### src/design/dfa_regs.vh
// register offsets, field positions and encodings of the full-address dma channel pair
`ifndef DFA_REGS_VH
`define DFA_REGS_VH

`define DFA_OFF_SRC_ADDR 12'h000
`define DFA_OFF_DST_ADDR 12'h004
`define DFA_OFF_XFER_CNT 12'h008
`define DFA_OFF_BLK_CNT 12'h00C
`define DFA_OFF_CTL_PRI 12'h010
`define DFA_OFF_CTL_SEC 12'h014

`define DFA_ADDR_TOP_BYTE 8'hFF
`define DFA_CTL_RESET 8'h00
`define DFA_PAD_CTL 24'h000000
`define DFA_PAD_CNT 16'h0000
`define DFA_RDATA_ZERO 32'h00000000

`define DFA_CNT_LAST 16'h0001
`define DFA_BSZ_LAST 8'h01
`define DFA_CNT_ONE 16'h0001
`define DFA_BSZ_ONE 8'h01
`define DFA_STEP_BYTE 24'h000001
`define DFA_STEP_WORD 24'h000002

`define DFA_BIT_ENABLE 7
`define DFA_BIT_SIZE 6
`define DFA_BIT_DIR 5
`define DFA_BIT_UPD 4
`define DFA_BIT_IE 3
`define DFA_BIT_AREA 3
`define DFA_BIT_FULL_HI 2
`define DFA_BIT_FULL_LO 1
`define DFA_BIT_BLOCK 0

`define DFA_SRC_AUTO_BURST 3'h0
`define DFA_SRC_AUTO_STEAL 3'h2
`define DFA_SRC_EXT_EDGE 3'h6
`define DFA_SRC_EXT_LEVEL 3'h7
`define DFA_SRC_TIMER_BIT 2

`endif

### src/design/dfa_addr_step.v
// one address updater: hold, increment or decrement by byte or word step
`timescale 1ns/10ps
`include "dfa_regs.vh"
module dfa_addr_step
(
    input wire [23:0] addr_i,
    input wire dir_i,
    input wire upd_en_i,
    input wire word_i,
    output wire [23:0] next_addr_o
);
    wire [23:0] step;
    assign step = word_i ? `DFA_STEP_WORD : `DFA_STEP_BYTE;
    // the top byte never moves, so the step wraps within 24 bits
    assign next_addr_o = !upd_en_i ? addr_i : (dir_i ? addr_i - step : addr_i + step);
endmodule

### src/design/dfa_req_detect.v
// external request pin conditioner: falling edge pulse and low level
`timescale 1ns/10ps
module dfa_req_detect
(
    input wire core_clk_i,
    input wire resetn_i,
    input wire external_request_pin_n_i,
    output wire fall_o,
    output wire low_o
);
    reg prev;
    always @(posedge core_clk_i)
    begin
        if (!resetn_i)
            prev <= 1'b1;
        else
            prev <= external_request_pin_n_i;
    end
    assign fall_o = prev & ~external_request_pin_n_i;
    assign low_o = ~external_request_pin_n_i;
endmodule

### src/design/dfa_channel.v
// full-address dma channel pair: apb registers, request decode and transfer sequencer
//
// Operation
// - A half holds source address, B half holds destination address, one channel.
// - Address registers are 32 bits; top byte ignores writes, reads all ones.
// - Address and count registers keep contents through reset and standby.
// - Normal mode: primary count is 16-bit transfer counter, ends at zero.
// - Block mode: upper count byte counts block, reloads from lower byte.
// - Block mode: block count decrements per block, transfer ends at zero.
// - Full address mode when primary control bits 2 and 1 both one.
// - Both control registers clear on reset and on standby entry.
// - Runs only with both enables; auto-request starts at once, else waits.
// - Channel enable clears itself at end; requests ignored while it is zero.
// - Channel enable sets only by reading it as zero, then writing one.
// - Clearing channel enable raises end interrupt when interrupt enable set.
// - Primary bit 6 selects byte or word per transfer.
// - Source address holds, increments or decrements by size per transfer.
// - Destination address follows same scheme using secondary bits 5 and 4.
// - Primary bit 0 selects normal or block transfer mode.
// - Non-maskable interrupt clears master enable; transfer resumes when set again.
// - Master enable sets only by reading it as zero, then writing one.
// - Secondary bit 6 stores and returns whatever is written.
// - Secondary bit 3 picks block area: zero destination, one source.
// - Normal mode sources: auto burst, auto steal, pin edge, pin level.
// - Block mode sources: timer compare A channels 0-3, or pin edge.
// - Cycle-steal releases bus per unit; burst holds unless higher master asks.
// - Block mode restores block-area address at end of each block.
//
// Our own choices: the APB register port and the register offsets.
`timescale 1ns/10ps
`include "dfa_regs.vh"
module dfa_channel
(
    input wire core_clk_i,
    input wire resetn_i,
    input wire standby_i,
    input wire nmi_i,
    input wire psel_i,
    input wire penable_i,
    input wire pwrite_i,
    input wire [11:0] paddr_i,
    input wire [31:0] pwdata_i,
    output reg [31:0] prdata_o,
    output reg pready_o,
    output reg pslverr_o,
    input wire external_request_pin_n_i,
    input wire [3:0] timer_match_i,
    input wire hp_req_i,
    input wire xfer_done_i,
    output reg xfer_req_o,
    output reg xfer_word_o,
    output reg [23:0] xfer_src_o,
    output reg [23:0] xfer_dst_o,
    output reg bus_hold_o,
    output reg transfer_end_interrupt_o
);
    localparam ST_IDLE = 3'b001;
    localparam ST_MOVE = 3'b010;
    localparam ST_GAP = 3'b100;

    reg [23:0] source_address;
    reg [23:0] destination_address;
    reg [15:0] transfer_or_block_size_count;
    reg [15:0] block_count;
    reg [7:0] channel_control_primary;
    reg [7:0] channel_control_secondary;
    reg [23:0] block_base;
    reg en_armed;
    reg men_armed;
    reg pending;
    reg in_block;
    reg end_flag;
    reg [2:0] state;

    wire [23:0] src_next;
    wire [23:0] dst_next;
    wire pin_fall;
    wire pin_low;

    // apb phases: a setup cycle loads the answer, the access edge commits it
    wire setup = psel_i & ~penable_i;
    wire access = psel_i & penable_i & pready_o;
    wire wr = access & pwrite_i;
    wire rd = access & ~pwrite_i;
    wire hit_src = paddr_i == `DFA_OFF_SRC_ADDR;
    wire hit_dst = paddr_i == `DFA_OFF_DST_ADDR;
    wire hit_cnt = paddr_i == `DFA_OFF_XFER_CNT;
    wire hit_blk = paddr_i == `DFA_OFF_BLK_CNT;
    wire hit_cpa = paddr_i == `DFA_OFF_CTL_PRI;
    wire hit_cpb = paddr_i == `DFA_OFF_CTL_SEC;
    wire mapped = hit_src | hit_dst | hit_cnt | hit_blk | hit_cpa | hit_cpb;

    wire channel_enable = channel_control_primary[`DFA_BIT_ENABLE];
    wire master_enable = channel_control_secondary[`DFA_BIT_ENABLE];
    wire word = channel_control_primary[`DFA_BIT_SIZE];
    wire full_mode = channel_control_primary[`DFA_BIT_FULL_HI] & channel_control_primary[`DFA_BIT_FULL_LO];
    wire block_mode = channel_control_primary[`DFA_BIT_BLOCK];
    wire src_is_area = channel_control_secondary[`DFA_BIT_AREA];
    wire [2:0] src_sel = channel_control_secondary[2:0];
    wire active = full_mode & channel_enable & master_enable;

    // activation decode; unusable codes never start anything
    wire auto_burst = ~block_mode & (src_sel == `DFA_SRC_AUTO_BURST);
    wire auto_steal = ~block_mode & (src_sel == `DFA_SRC_AUTO_STEAL);
    wire auto_req = auto_burst | auto_steal;
    wire ext_edge = (src_sel == `DFA_SRC_EXT_EDGE) & pin_fall;
    wire ext_level = ~block_mode & (src_sel == `DFA_SRC_EXT_LEVEL) & pin_low;
    wire timer_trig = block_mode & ~src_sel[`DFA_SRC_TIMER_BIT] & timer_match_i[src_sel[1:0]];
    wire trig = (ext_edge | ext_level | timer_trig) & full_mode & channel_enable;

    wire unit_done = state[1] & xfer_done_i;
    wire blk_last = transfer_or_block_size_count[15:8] == `DFA_BSZ_LAST;
    wire block_end = unit_done & block_mode & blk_last;
    wire finish = unit_done & (block_mode ? (blk_last & block_count == `DFA_CNT_LAST)
                                          : transfer_or_block_size_count == `DFA_CNT_LAST);
    wire start = state[0] & active & (auto_req | pending | in_block);
    wire keep_bus = (auto_burst | (block_mode & ~block_end)) & ~hp_req_i & active & ~finish;

    dfa_addr_step u_src_step
    (
        .addr_i(source_address),
        .dir_i(channel_control_primary[`DFA_BIT_DIR]),
        .upd_en_i(channel_control_primary[`DFA_BIT_UPD]),
        .word_i(word),
        .next_addr_o(src_next)
    );

    dfa_addr_step u_dst_step
    (
        .addr_i(destination_address),
        .dir_i(channel_control_secondary[`DFA_BIT_DIR]),
        .upd_en_i(channel_control_secondary[`DFA_BIT_UPD]),
        .word_i(word),
        .next_addr_o(dst_next)
    );

    dfa_req_detect u_pin
    (
        .core_clk_i(core_clk_i),
        .resetn_i(resetn_i),
        .external_request_pin_n_i(external_request_pin_n_i),
        .fall_o(pin_fall),
        .low_o(pin_low)
    );

    // data registers have no reset branch: they keep their contents through reset and standby
    always @(posedge core_clk_i)
    begin
        if (wr & hit_src)
            source_address <= pwdata_i[23:0];
        else if (block_end & src_is_area)
            source_address <= block_base;
        else if (unit_done)
            source_address <= src_next;
        if (wr & hit_dst)
            destination_address <= pwdata_i[23:0];
        else if (block_end & ~src_is_area)
            destination_address <= block_base;
        else if (unit_done)
            destination_address <= dst_next;
        if (wr & hit_cnt)
            transfer_or_block_size_count <= pwdata_i[15:0];
        else if (unit_done & ~block_mode)
            transfer_or_block_size_count <= transfer_or_block_size_count - `DFA_CNT_ONE;
        else if (block_end)
            transfer_or_block_size_count[15:8] <= transfer_or_block_size_count[7:0];
        else if (unit_done)
            transfer_or_block_size_count[15:8] <= transfer_or_block_size_count[15:8] - `DFA_BSZ_ONE;
        if (wr & hit_blk)
            block_count <= pwdata_i[15:0];
        else if (block_end)
            block_count <= block_count - `DFA_CNT_ONE;
        if (start & block_mode & ~in_block)
            block_base <= src_is_area ? source_address : destination_address;
    end

    // control registers and the read-then-write arming of both enables
    always @(posedge core_clk_i)
    begin
        if (!resetn_i | standby_i)
        begin
            channel_control_primary <= `DFA_CTL_RESET;
            channel_control_secondary <= `DFA_CTL_RESET;
            en_armed <= 1'b0;
            men_armed <= 1'b0;
            end_flag <= 1'b0;
        end
        else
        begin
            if (rd & hit_cpa & ~channel_enable)
                en_armed <= 1'b1;
            else if (wr & hit_cpa)
                en_armed <= 1'b0;
            if (rd & hit_cpb & ~master_enable)
                men_armed <= 1'b1;
            else if (wr & hit_cpb)
                men_armed <= 1'b0;

            if (finish)
                channel_control_primary[`DFA_BIT_ENABLE] <= 1'b0;
            else if (wr & hit_cpa)
                channel_control_primary[`DFA_BIT_ENABLE] <= pwdata_i[`DFA_BIT_ENABLE] &
                                                            (channel_enable | en_armed);
            if (wr & hit_cpa)
                channel_control_primary[6:0] <= pwdata_i[6:0];

            // the interrupt wins over a software write of one
            if (nmi_i)
                channel_control_secondary[`DFA_BIT_ENABLE] <= 1'b0;
            else if (wr & hit_cpb)
                channel_control_secondary[`DFA_BIT_ENABLE] <= pwdata_i[`DFA_BIT_ENABLE] &
                                                              (master_enable | men_armed);
            if (wr & hit_cpb)
                channel_control_secondary[6:0] <= pwdata_i[6:0];

            // end stays flagged until software re-arms the channel; clearing the interrupt enable only masks the output
            if (finish | (wr & hit_cpa & channel_enable & ~pwdata_i[`DFA_BIT_ENABLE]))
                end_flag <= 1'b1;
            else if (channel_enable)
                end_flag <= 1'b0;
        end
    end

    // apb slave: zero wait states, error on unmapped addresses
    always @(posedge core_clk_i)
    begin
        if (!resetn_i)
        begin
            pready_o <= 1'b0;
            pslverr_o <= 1'b0;
            prdata_o <= `DFA_RDATA_ZERO;
        end
        else
        begin
            pready_o <= setup;
            pslverr_o <= setup & ~mapped;
            if (setup)
            begin
                if (hit_src)
                    prdata_o <= {`DFA_ADDR_TOP_BYTE, source_address};
                else if (hit_dst)
                    prdata_o <= {`DFA_ADDR_TOP_BYTE, destination_address};
                else if (hit_cnt)
                    prdata_o <= {`DFA_PAD_CNT, transfer_or_block_size_count};
                else if (hit_blk)
                    prdata_o <= {`DFA_PAD_CNT, block_count};
                else if (hit_cpa)
                    prdata_o <= {`DFA_PAD_CTL, channel_control_primary};
                else if (hit_cpb)
                    prdata_o <= {`DFA_PAD_CTL, channel_control_secondary};
                else
                    prdata_o <= `DFA_RDATA_ZERO;
            end
        end
    end

    // transfer sequencer
    always @(posedge core_clk_i)
    begin
        if (!resetn_i | standby_i)
        begin
            state <= ST_IDLE;
            pending <= 1'b0;
            in_block <= 1'b0;
            xfer_req_o <= 1'b0;
            bus_hold_o <= 1'b0;
            transfer_end_interrupt_o <= 1'b0;
        end
        else
        begin
            transfer_end_interrupt_o <= end_flag & channel_control_primary[`DFA_BIT_IE];
            // a request arriving while the previous one is taken is kept
            if (trig)
                pending <= 1'b1;
            else if (start & ~in_block | ~channel_enable)
                pending <= 1'b0;
            if (finish | ~channel_enable)
                in_block <= 1'b0;
            else if (start & block_mode)
                in_block <= 1'b1;
            else if (block_end)
                in_block <= 1'b0;
            case (state)
                ST_IDLE:
                begin
                    if (start)
                    begin
                        state <= ST_MOVE;
                        xfer_req_o <= 1'b1;
                        bus_hold_o <= 1'b1;
                    end
                end
                ST_MOVE:
                begin
                    // a suspended unit still completes; the next one waits for both enables
                    if (unit_done)
                    begin
                        xfer_req_o <= keep_bus;
                        bus_hold_o <= keep_bus;
                        state <= keep_bus ? ST_MOVE : ST_GAP;
                    end
                end
                ST_GAP:
                begin
                    state <= ST_IDLE;
                end
                default:
                begin
                    state <= ST_IDLE;
                    xfer_req_o <= 1'b0;
                    bus_hold_o <= 1'b0;
                end
            endcase
        end
    end

    // address and size outputs are registered copies of what the next unit uses
    always @(posedge core_clk_i)
    begin
        if (!resetn_i)
            xfer_word_o <= 1'b0;
        else
            xfer_word_o <= word;
        xfer_src_o <= unit_done ? (block_end & src_is_area ? block_base : src_next) : source_address;
        xfer_dst_o <= unit_done ? (block_end & ~src_is_area ? block_base : dst_next) : destination_address;
    end
endmodule

### config.mk
export PLATFORM = sky130hd
export DESIGN_NAME = dfa_channel
export DESIGN_NICKNAME = d
export VERILOG_FILES = /design/src/design/dfa_addr_step.v /design/src/design/dfa_req_detect.v /design/src/design/dfa_channel.v
export VERILOG_INCLUDE_DIRS = /design/src /design/src/design
export SDC_FILE = /design/constraint.sdc
export NUM_CORES = 1
export LEC_CHECK = 0
export ABC_AREA = 1
export BUFFER_PORTS_ARGS = -buffer_cell sky130_fd_sc_hd__buf_2
export CAP_MARGIN = 0
export CORE_MARGIN = 10
export CORE_UTILIZATION = 50
export DETAILED_ROUTE_END_ITERATION = 6
export PLACE_DENSITY_LB_ADDON = 0.3
export SETUP_SLACK_MARGIN = 0.1
export SLEW_MARGIN = 25
export SYNTH_ARGS = -nofsm -noshare
export SYNTH_HDL_FRONTEND = slang
export SYNTH_SLANG_ARGS = --single-unit
### constraint.sdc
create_clock -name core_clk_i -period 3 [get_ports core_clk_i]
set_input_delay 0.6 -clock core_clk_i [delete_from_list [all_inputs] [get_ports core_clk_i]]
set_output_delay 0.6 -clock core_clk_i [all_outputs]
set_load 0.1 [all_outputs]
Word level (Yosys, flattened, before mapping)
Index checks and enable logic that the tools add are counted.
Widths: inputs -> output; s select.
{ "word_totals": {"ff_bits": 214, "elab_cells": 199, "input_bits": 58, "out_inout_bits": 86} }
{ "classes": {"eq_ne": 16, "muxes": 49, "bitwise_logic": 83, "reduce_logical": 18, "order_cmp": 1, "addsub": 7} }
{ "ops": {"columns": ["op", "n"], "rows": [
  ["$mux 24", 15],
  ["$mux 16", 5],
  ["$mux 32", 2],
  ["$and 1x1->1", 51],
  ["$add 24x24->24", 2],
  ["$mux 8", 6],
  ["$sub 24x24->24", 2],
  ["$eq 16x1->1 const B", 2],
  ["$sub 16x1->16 const B", 2],
  ["$eq 12x4->1 const B", 2],
  ["$eq 12x5->1 const B", 2],
  ["$or 1x1->1", 17],
  ["$not 1->1", 15],
  ["$mux 1", 14],
  ["$reduce_bool 2->1", 7],
  ["$eq 12x3->1 const B", 1],
  ["$logic_not 12->1", 1],
  ["$eq 3x3->1 const B", 3],
  ["$mux 3", 3],
  ["$eq 8x1->1 const B", 1],
  ["$sub 8x1->8 const B", 1],
  ["$eq 3x2->1 const B", 2],
  ["$pmux 3 s2", 1],
  ["$reduce_bool 3->1", 2],
  ["12 further kinds", 15]
]} }

Depth between registers and ports, before layout
Gate-level depths: netlist of run 1.
{ "logic_depth": {"word_depth": 12, "depth_mapped": 17, "mapped_depth_nobuf": 17} }

Cells and area by module
From an unflattened synthesis of run 1, not the netlist that was laid out.
{ "unflattened": {"hier_cells": 2231, "area_unflattened_um2": 14858.0} }
{ "by_module_without_submodules": {"columns": ["mod", "cells_per_inst", "area_per_inst_um2", "instances"], "rows": [
  ["dfa_channel", 1381, 10771.6, 1],
  ["dfa_addr_step (u_dst_step)", 423, 2050.7, 1],
  ["dfa_addr_step (u_src_step)", 422, 1998.2, 1],
  ["dfa_req_detect", 5, 37.5, 1]
]} }

Worst setup path before layout of run 1
No wires, ideal clock.
{ "synth_timing": {"kind": "reg-to-reg", "startpoint": "register pready_o", "endpoint": "register block_count[0], enable pin", "arrival_ns": 2.526, "setup_slack_ns": 0.063, "t_required_ns": 2.589, "synth_period_minus_slack_ns": 2.937, "stages_incl_launch_ff": 6, "cell_sequence": "dfxtp_1 -> nand4_1 -> inv_2 -> nand2_2 -> clkbuf_1 -> o21ai_0"} }
{ "synth_via": {"elab_chain_len": 4} }
{ "synth_lines": {"columns": ["element", "line", "text"], "rows": [
  ["start: declaration", "dfa_channel.v:44", "output reg pready_o,"],
  ["start signal: assignment", "dfa_channel.v:235", "pready_o <= setup;"],
  ["$and 1x1->1", "dfa_channel.v:82", "wire access = psel_i & penable_i & pready_o;"],
  ["$and 1x1->1", "dfa_channel.v:83", "wire wr = access & pwrite_i;"],
  ["$and 1x1->1", "dfa_channel.v:169", "if (wr & hit_blk)"],
  ["$reduce_bool 2->1 (no source line)", null, null],
  ["end signal: assignment", "dfa_channel.v:170", "block_count <= pwdata_i[15:0];"],
  ["end signal: assignment", "dfa_channel.v:172", "block_count <= block_count - `DFA_CNT_ONE;"],
  ["end: declaration", "dfa_channel.v:64", "reg [15:0] block_count;"]
]} }
No other way between the ends.
A chain may end at the register's enable or synchronous reset.

Final worst setup path of run 1
{ "layout_timing": {"startpoint": "register destination_address[0]", "endpoint": "register destination_address[16] (data pin)"} }
{ "layout_via": {"elab_chain_len": 6} }
{ "layout_lines": {"columns": ["element", "line", "text"], "rows": [
  ["start: declaration", "dfa_channel.v:62", "reg [23:0] destination_address;"],
  ["start signal: assignment", "dfa_channel.v:156", "destination_address <= pwdata_i[23:0];"],
  ["start signal: assignment", "dfa_channel.v:158", "destination_address <= block_base;"],
  ["start signal: assignment", "dfa_channel.v:160", "destination_address <= dst_next;"],
  ["$add 24x24->24 or $sub 24x24->24 (tied branches)", "dfa_addr_step.v:15", "assign next_addr_o = !upd_en_i ? addr_i : (dir_i ? addr_i - step : addr_i + step);"],
  ["$mux 24 * (2 in a row)", "dfa_addr_step.v:15", null],
  ["$mux 24 *", "dfa_channel.v:159", "else if (unit_done)"],
  ["$mux 24 *", "dfa_channel.v:157", "else if (block_end & ~src_is_area)"],
  ["$mux 24 *", "dfa_channel.v:155", "if (wr & hit_dst)"]
]} }
Every way passes the cells marked *; elsewhere a longest branch is shown, timed or not. The select of a mux whose other input is x is not followed.

==> impl_results.md, run 1 <==
* Final Skew at approximately 0.016 ns
* Yosys top cell by area: edfxtp_1
* Drt initial violations at 1563
* Critical path's top delay family: simple AND/OR/NAND/NOR gates
* Synth Area per Inst at 6.83 µm²
* Status: finished, final reports clean
* Commonest cells post-synth: nand2_1, inv_1, nor2_1
* DR vias/cell at 5.60
* Nets at between 2000 and 2500
* Vias at ~15000
* DRC Markers at 0
* Pint at 4.72 mW
* Hold Startpoint: nmi_i
* Input/output buffers at between 100 and 150
* CTS tree: yes
* Worst Hold Class: input port to register
* Post-layout minimum cycle time at 2.66 ns
* Number of I/O pins at 144
* Fraction of layout cells with a size suffix above 1 at 12.5%
* Leak Pwr at 7.84 nW
* Setup_tns at 0 ns
* Area after DPL at 15300 µm²
* R2r setup slk at 0.34 ns
* FF-to-FF Start: destination_address[0]
* Core area at 27900 µm²
* GR Util All Layers at 26.4%
* Synth Warn # at 0
* DRT Pass-1 Iters at 5
* R2r endpoint: destination_address[16]
* Syn Nets at 2199
* FF+latch count, synth at between 200 and 250
* Sink Count at 207
* Largest net degree at the start of global routing at 60
* Type of destination of the critical path: register
* Seq pwr share at a little under half
* Worst VDD drop at 0.384 mV
* # Post-CTS Setup Buffers at 0
* Switch Pwr at 1.52 mW
* Slowest cell on crit path: fa_1
* H-tree Lvls at 1
* Crit path to: destination_address[16]
* Row count at 61
* Cell variety after synth at 55
* Main synth FF type: edfxtp_1
* N_diodes at 0
* Worst-margin pin slew at 0.662 ns
* Max Cap Violations at 0
* Fillers at 2750
* CTS max path bufs at 3
* CTS root buffer: clkbuf_16
* Async S/R FF share, synth at 0%
* Clk slew on worst S/H paths at approximately 0.06 ns
* Area Overhead vs Synth at 12.8%
* Die width at 189 µm
* Final hold violation count at 0
* Switching portion of total power at around a quarter
* Count leader, synth: nand2_1
* RePlAce Congestion at just over 1
* Cts bufs inserted at 25
* Final Cycle Share at 88.8%
* Synth Cell Area at 14300 µm²
* HPWL Detailed at ~38000 µm
* Max_slew headroom at 55.9%
* Die ar. at about 36000 µm²
* CP Depth at 15
* Worst endpoint required time at 3.28 ns
* Clock Power Share at 47.2%
* Pwr Density at 388 nW/µm²
* Top cell type's share of synthesized area at 21.9%
* CP arrival at 2.95 ns
* Worst setup path category: register to register
* Achievable Freq at 375 MHz
* Antenna violations before repair at 0
* Die Height at 189 µm
* DRT Wirelength at 48300 µm
* Clk_lat worst skew at 0.53 ns
* Via count of the first global-routing pass at ~14000
* Final antenna-violating net count at 0
* Overall power at 6.24 mW
* Origin of the worst setup path: destination_address[0]
* Crit path max fanout at 4
* Hold depth at 2
* Starting Density at roughly half
* Worst setup SP type: register
* Final setup viols at 0
* R2R depth at 15
* Multi-input logic area at about 7600 µm²
* Slew Viols, Final at 0
* Cells along the critical path: inv_1 > ha_2 > inv_1 > fa_1 > nand3_1 > nand3_2 > nand2_1 > nand3_1 > nand2_1 > a21o_1 > nand3_1 > nand2_1 > nand2_1 > nand2_1 > nand2_1
* First-pass GRT wire length at 76200 µm
* Most used cell along the critical path: nand2_1
* Post-CTS Resized at 0
* Leading post-synthesis cells by cell area: edfxtp_1, nand2_1, dfxtp_1, inv_1, nand3_1
* WL/cell at ~19 µm
* Gate power share at 5.3%
* Gr ovfl total at 0
* Post-synthesis sequential area ratio at 36.4%
* CTS Hold Bufs at 0
* Cell count after synthesis at 2087
* Final instance area at 16100 µm²
* WP buf/inv at 2
* Post-synth EDFFs at 104
* RSZ-0062 raised after global routing: no
* Register area at 5190 µm²
* CP max stage delay at 0.43 ns
==> logic make-up (layout without fill, tap and decap cells) <==
family / Yosys count / count (layout) / synth area share, %
and+or+nand+nor: 1085 / 1085 / 32.1
AOI/OAI and AO/OA: 337 / 337 / 13.8
buffers and inverters: 370 / 515 / 10.8
DFF: 207 / 207 / 36.4
muxes: 2 / 2 / 0.149
xor gates and xnor gates: 32 / 32 / 1.96
adders and majority gates: 54 / 54 / 4.84
==> sequential cells by signal, indices dropped and copies added (netlist names), 3 cells and up <==
| register | count |
|---|---|
| destination_address | 24 |
| block_count | 16 |
| xfer_dst_o | 24 |
| state | 3 |
| transfer_or_block_size_count | 16 |
| source_address | 24 |
| prdata_o | 25 |
| channel_control_primary | 8 |
| block_base | 24 |
| channel_control_secondary | 8 |
| xfer_src_o | 24 |
==> worst min-delay path by stage <==
stage	slack, ns	to
2_1_floorplan	0.42	transfer_end_interrupt_o
3_3_place_gp	0.45	en_armed
3_5_place_dp	0.46	prdata_o[9]
4_1_cts	0.23	channel_control_secondary[7]
5_1_grt	0.24	channel_control_secondary[7]
6_report	0.24	channel_control_secondary[7]
==> area by class of cell <==
class | count | area share [%]
Inverter | 296 | 6.92
Sequential cell | 207 | 32.2
Clock inverter | 16 | 0.739
Tap cell | 378 | 2.94
Timing Repair Buffer | 173 | 5.97
Clock buffer | 30 | 4.20
Multi-Input combinational cell | 1510 | 47.0
==> cells in the final DEF (no fill, tap or decap), types with 5 or more instances in the layout <==
cell	count
nand2_1	708
inv_1	282
nor2_1	142
nand3_1	140
o21ai_0	137
buf_2	135
edfxtp_1	104
dfxtp_1	102
a21oi_1	71
ha_1	51
buf_4	38
o211ai_1	37
o21ai_1	29
clkbuf_16	26
nand4_1	23
xor2_1	23
nand2_2	13
a31oi_1	13
inv_2	12
nor3_1	12
nand3b_1	11
o2111ai_1	10
xnor2_1	9
o21bai_1	8
nor2_2	7
clkinv_2	7
o22ai_1	6
nor2_4	5
or2_2	5
o221ai_1	5
==> layer usage <==
metal	vias up	wire length, µm	share of wire [%]	GRT usage, %
li1	7058	-	-	-
met2	802	22200	46	44.4
met4	0	2710	5.6	12.5
met3	169	4680	9.7	4.70
met1	6580	18700	39	32.2
met5	-	0	0	0
==> power groups by stage <==
stage | Combinational, mW | Sequential, mW | Clock [mW]
finish | 0.329 | 2.97 | 2.95
global route | 0.338 | 2.97 | 3.11
CTS | 0.324 | 2.97 | 2.97
detailed placement | 0.323 | 3.03 | 0
global placement | 0.320 | 3.03 | 0
floorplan | 0.114 | 3.12 | 0
==> metrics by stage <==
| stage | setup WS (ns) | instances | hold slack (ns) | util, % |
|---|---|---|---|---|
| floorplan | 0.437 | 2087 | 0.415 | - |
| finish | 0.336 | 2610 | 0.242 | 57.6 |
| global route | 0.124 | 2610 | 0.236 | 57.6 |
| CTS | 0.351 | 2610 | 0.235 | 57.5 |
| global placement | 0.383 | 2564 | 0.454 | 54.7 |
| detailed placement | 0.364 | 2564 | 0.456 | 54.7 |
Note: power is estimated with default switching activity, not from simulation.
==> inputs of run 2 (changes only) <==
--- a/config.mk
+++ b/config.mk
@@ -10,7 +10,7 @@
 export BUFFER_PORTS_ARGS = -buffer_cell sky130_fd_sc_hd__buf_2
 export CAP_MARGIN = 0
 export CORE_MARGIN = 10
-export CORE_UTILIZATION = 50
+export CORE_UTILIZATION = 60
 export DETAILED_ROUTE_END_ITERATION = 6
 export PLACE_DENSITY_LB_ADDON = 0.3
 export SETUP_SLACK_MARGIN = 0.1
==> impl_results.md, run 2 (same netlist as run 1, synthesis figures left out) <==
* Status: finished, final reports clean
* CTS root buffer: clkbuf_16
* Placed Cells at 2502 (-2.4%)
* Most frequent cells in the layout: nand2_1, inv_1, nor2_1, nand3_1, o21ai_0
* Nets at 2321 (-0.17%)
* Clk_lat worst skew at 0.53 ns (about the same)
* Via count of the first global-routing pass at 13939 (-0.90%)
* Cts bufs inserted at 24 (-4.0%)
* Overall power at 6.33 mW (+1.4%)
* Leak Pwr at 7.81 nW (-0.31%)
* Pre-CTS WS at 0.308 ns (-0.0566 ns)
* Worst VDD drop at 0.446 mV (+16%)
* CTS tree: yes
* Final hold violation count at 0 (unchanged)
* Drt initial violations at 1863 (+19%)
* GR Util All Layers at 31.6% (+5.2 points)
* DR vias/cell at 5.78 (+3.3%)
* Final setup viols at 0 (unchanged)
* Input/output buffers at 135 (unchanged)
* Setup_tns at 0 ns (unchanged)
* Slew Viols, Final at 0 (unchanged)
* Clk slew on worst S/H paths at 0.07 ns (about the same)
* CP max stage delay at 0.45 ns (+0.02 ns)
* N_diodes at 0 (unchanged)
* Die width at 174 µm (-7.8%)
* DRT Wirelength at 50000 µm (+3.4%)
* Worst setup path category: register to register
* Max_slew headroom at 53.4% (-2.4 points)
* Most common cell after layout, fill and taps aside: nand2_1
* Core area at 23400 µm² (-16%)
* Area Overhead vs Synth at 12.4%
* Post-layout minimum cycle time at 2.77 ns (+0.105 ns)
* RSZ-0062 raised after global routing: no
* Final Non-Filler Cells at 2546 (-2.5%)
* Die ar. at 30300 µm² (-15%)
* H-tree Lvls at 1 (unchanged)
* Final Cycle Share at 92.3% (+3.5 points)
* Max reg flops at 25 (unchanged)
* WL/cell at 19.6 µm (+6.0%)
* Area after DPL at 15200 µm² (-0.38%)
* Most used cell along the critical path: nand2_1
* Type of destination of the critical path: register
* Antenna violations before repair at 1 (+1)
* Sink Count at 207 (unchanged)
* Gr ovfl total at 0 (unchanged)
* Fraction of layout cells with a size suffix above 1 at 12.1% (-0.42 points)
* Cells along the critical path: inv_1 > ha_1 > inv_1 > fa_1 > nand3_1 > nand3_1 > nand2_1 > nand3_1 > nand2_1 > nand2_1 > nand2_1 > nand2_1 > o21bai_1 > nand3_1 > o21ai_0
* Largest Register: prdata_o
* Vias at 14721 (+0.77%)
* Slowest cell on crit path: fa_1
* Worst endpoint required time at 3.41 ns (+0.13 ns)
* CTS max path bufs at 3 (unchanged)
* Crit path max fanout at 4 (unchanged)
* Number of I/O pins at 144 (unchanged)
* Worst setup SP type: register
* Worst Hold Class: input port to register
* Largest net degree at the start of global routing at 60 (unchanged)
* DRT Pass-1 Iters at 6 (+1)
* WP buf/inv at 2 (unchanged)
* Row count at 56 (-8.2%)
* HPWL Detailed at 38200 µm (+1.4%)
* Max Cap Violations at 0 (unchanged)
* Final Skew at 0.0133 ns (-0.00233 ns)
* Hold_ws at 0.256 ns (+0.0140 ns)
* RePlAce Congestion at 1.04 (+0.46%)
* Final setup margin at 0.231 ns (-0.105 ns)
* Final instance area at 16000 µm² (-0.33%)
* First-pass GRT wire length at 77200 µm (+1.2%)
* CP arrival at 3.18 ns (+0.23 ns)
* DRC Markers at 0 (unchanged)
* Starting Density at 60.9% (+9.9 points)
* Critical path's top delay family: simple AND/OR/NAND/NOR gates
* Achievable Freq at 361 MHz (-3.8%)
* Die Height at 174 µm (-7.8%)
* Pwr Density at 395 nW/µm² (+1.7%)
* Final antenna-violating net count at 0 (unchanged)
* Worst-margin pin slew at 0.693 ns (+0.0313 ns)
* Layout Utilization at 68.5% (+11 points)
[run 2: worst paths after layout]
path / from / cells after the start / to / slack, ns
max reg2reg: source_address[0] / 15 / xfer_src_o[12] / 0.23
min reg2reg: end_flag / 2 / transfer_end_interrupt_o / 0.45
min: nmi_i / 2 / channel_control_secondary[7] / 0.26
max: source_address[0] / 15 / xfer_src_o[12] / 0.23
[run 2: per-layer routing]
layer / track usage [%] / vias up / share of wire (%)
met1: 38.4 / 6630 / 38
met2: 51.1 / 855 / 45
met4: 18.6 / 0 / 6.4
met5: 0 / - / 0
met3: 6.15 / 177 / 10
li1: - / 7059 / -
[run 2: what timing repair did]
item,in CTS,in global routing
resized for setup,0,2
endpoints found under the setup margin,0,6
setup buffers,0,0
hold buffers,0,0
[run 2: layout make-up]
type,count,area [µm²]
timing repair buffer,170,976
clock inverter,6,62.6
inverter,296,1110
multi-input combinational,1510,7550
tap,319,399
fill,2085,7370
sequential,207,5190
clock buffer,38,747
[run 2: where the power goes]
| group | total, mW | internal (mW) | leakage, nW | switching, mW |
|---|---|---|---|---|
| Clock | 3.04 | 1.80 | 0.396 | 1.24 |
| Combinational | 0.328 | 0.0602 | 5.59 | 0.268 |
| Sequential | 2.96 | 2.96 | 1.83 | 0.00914 |
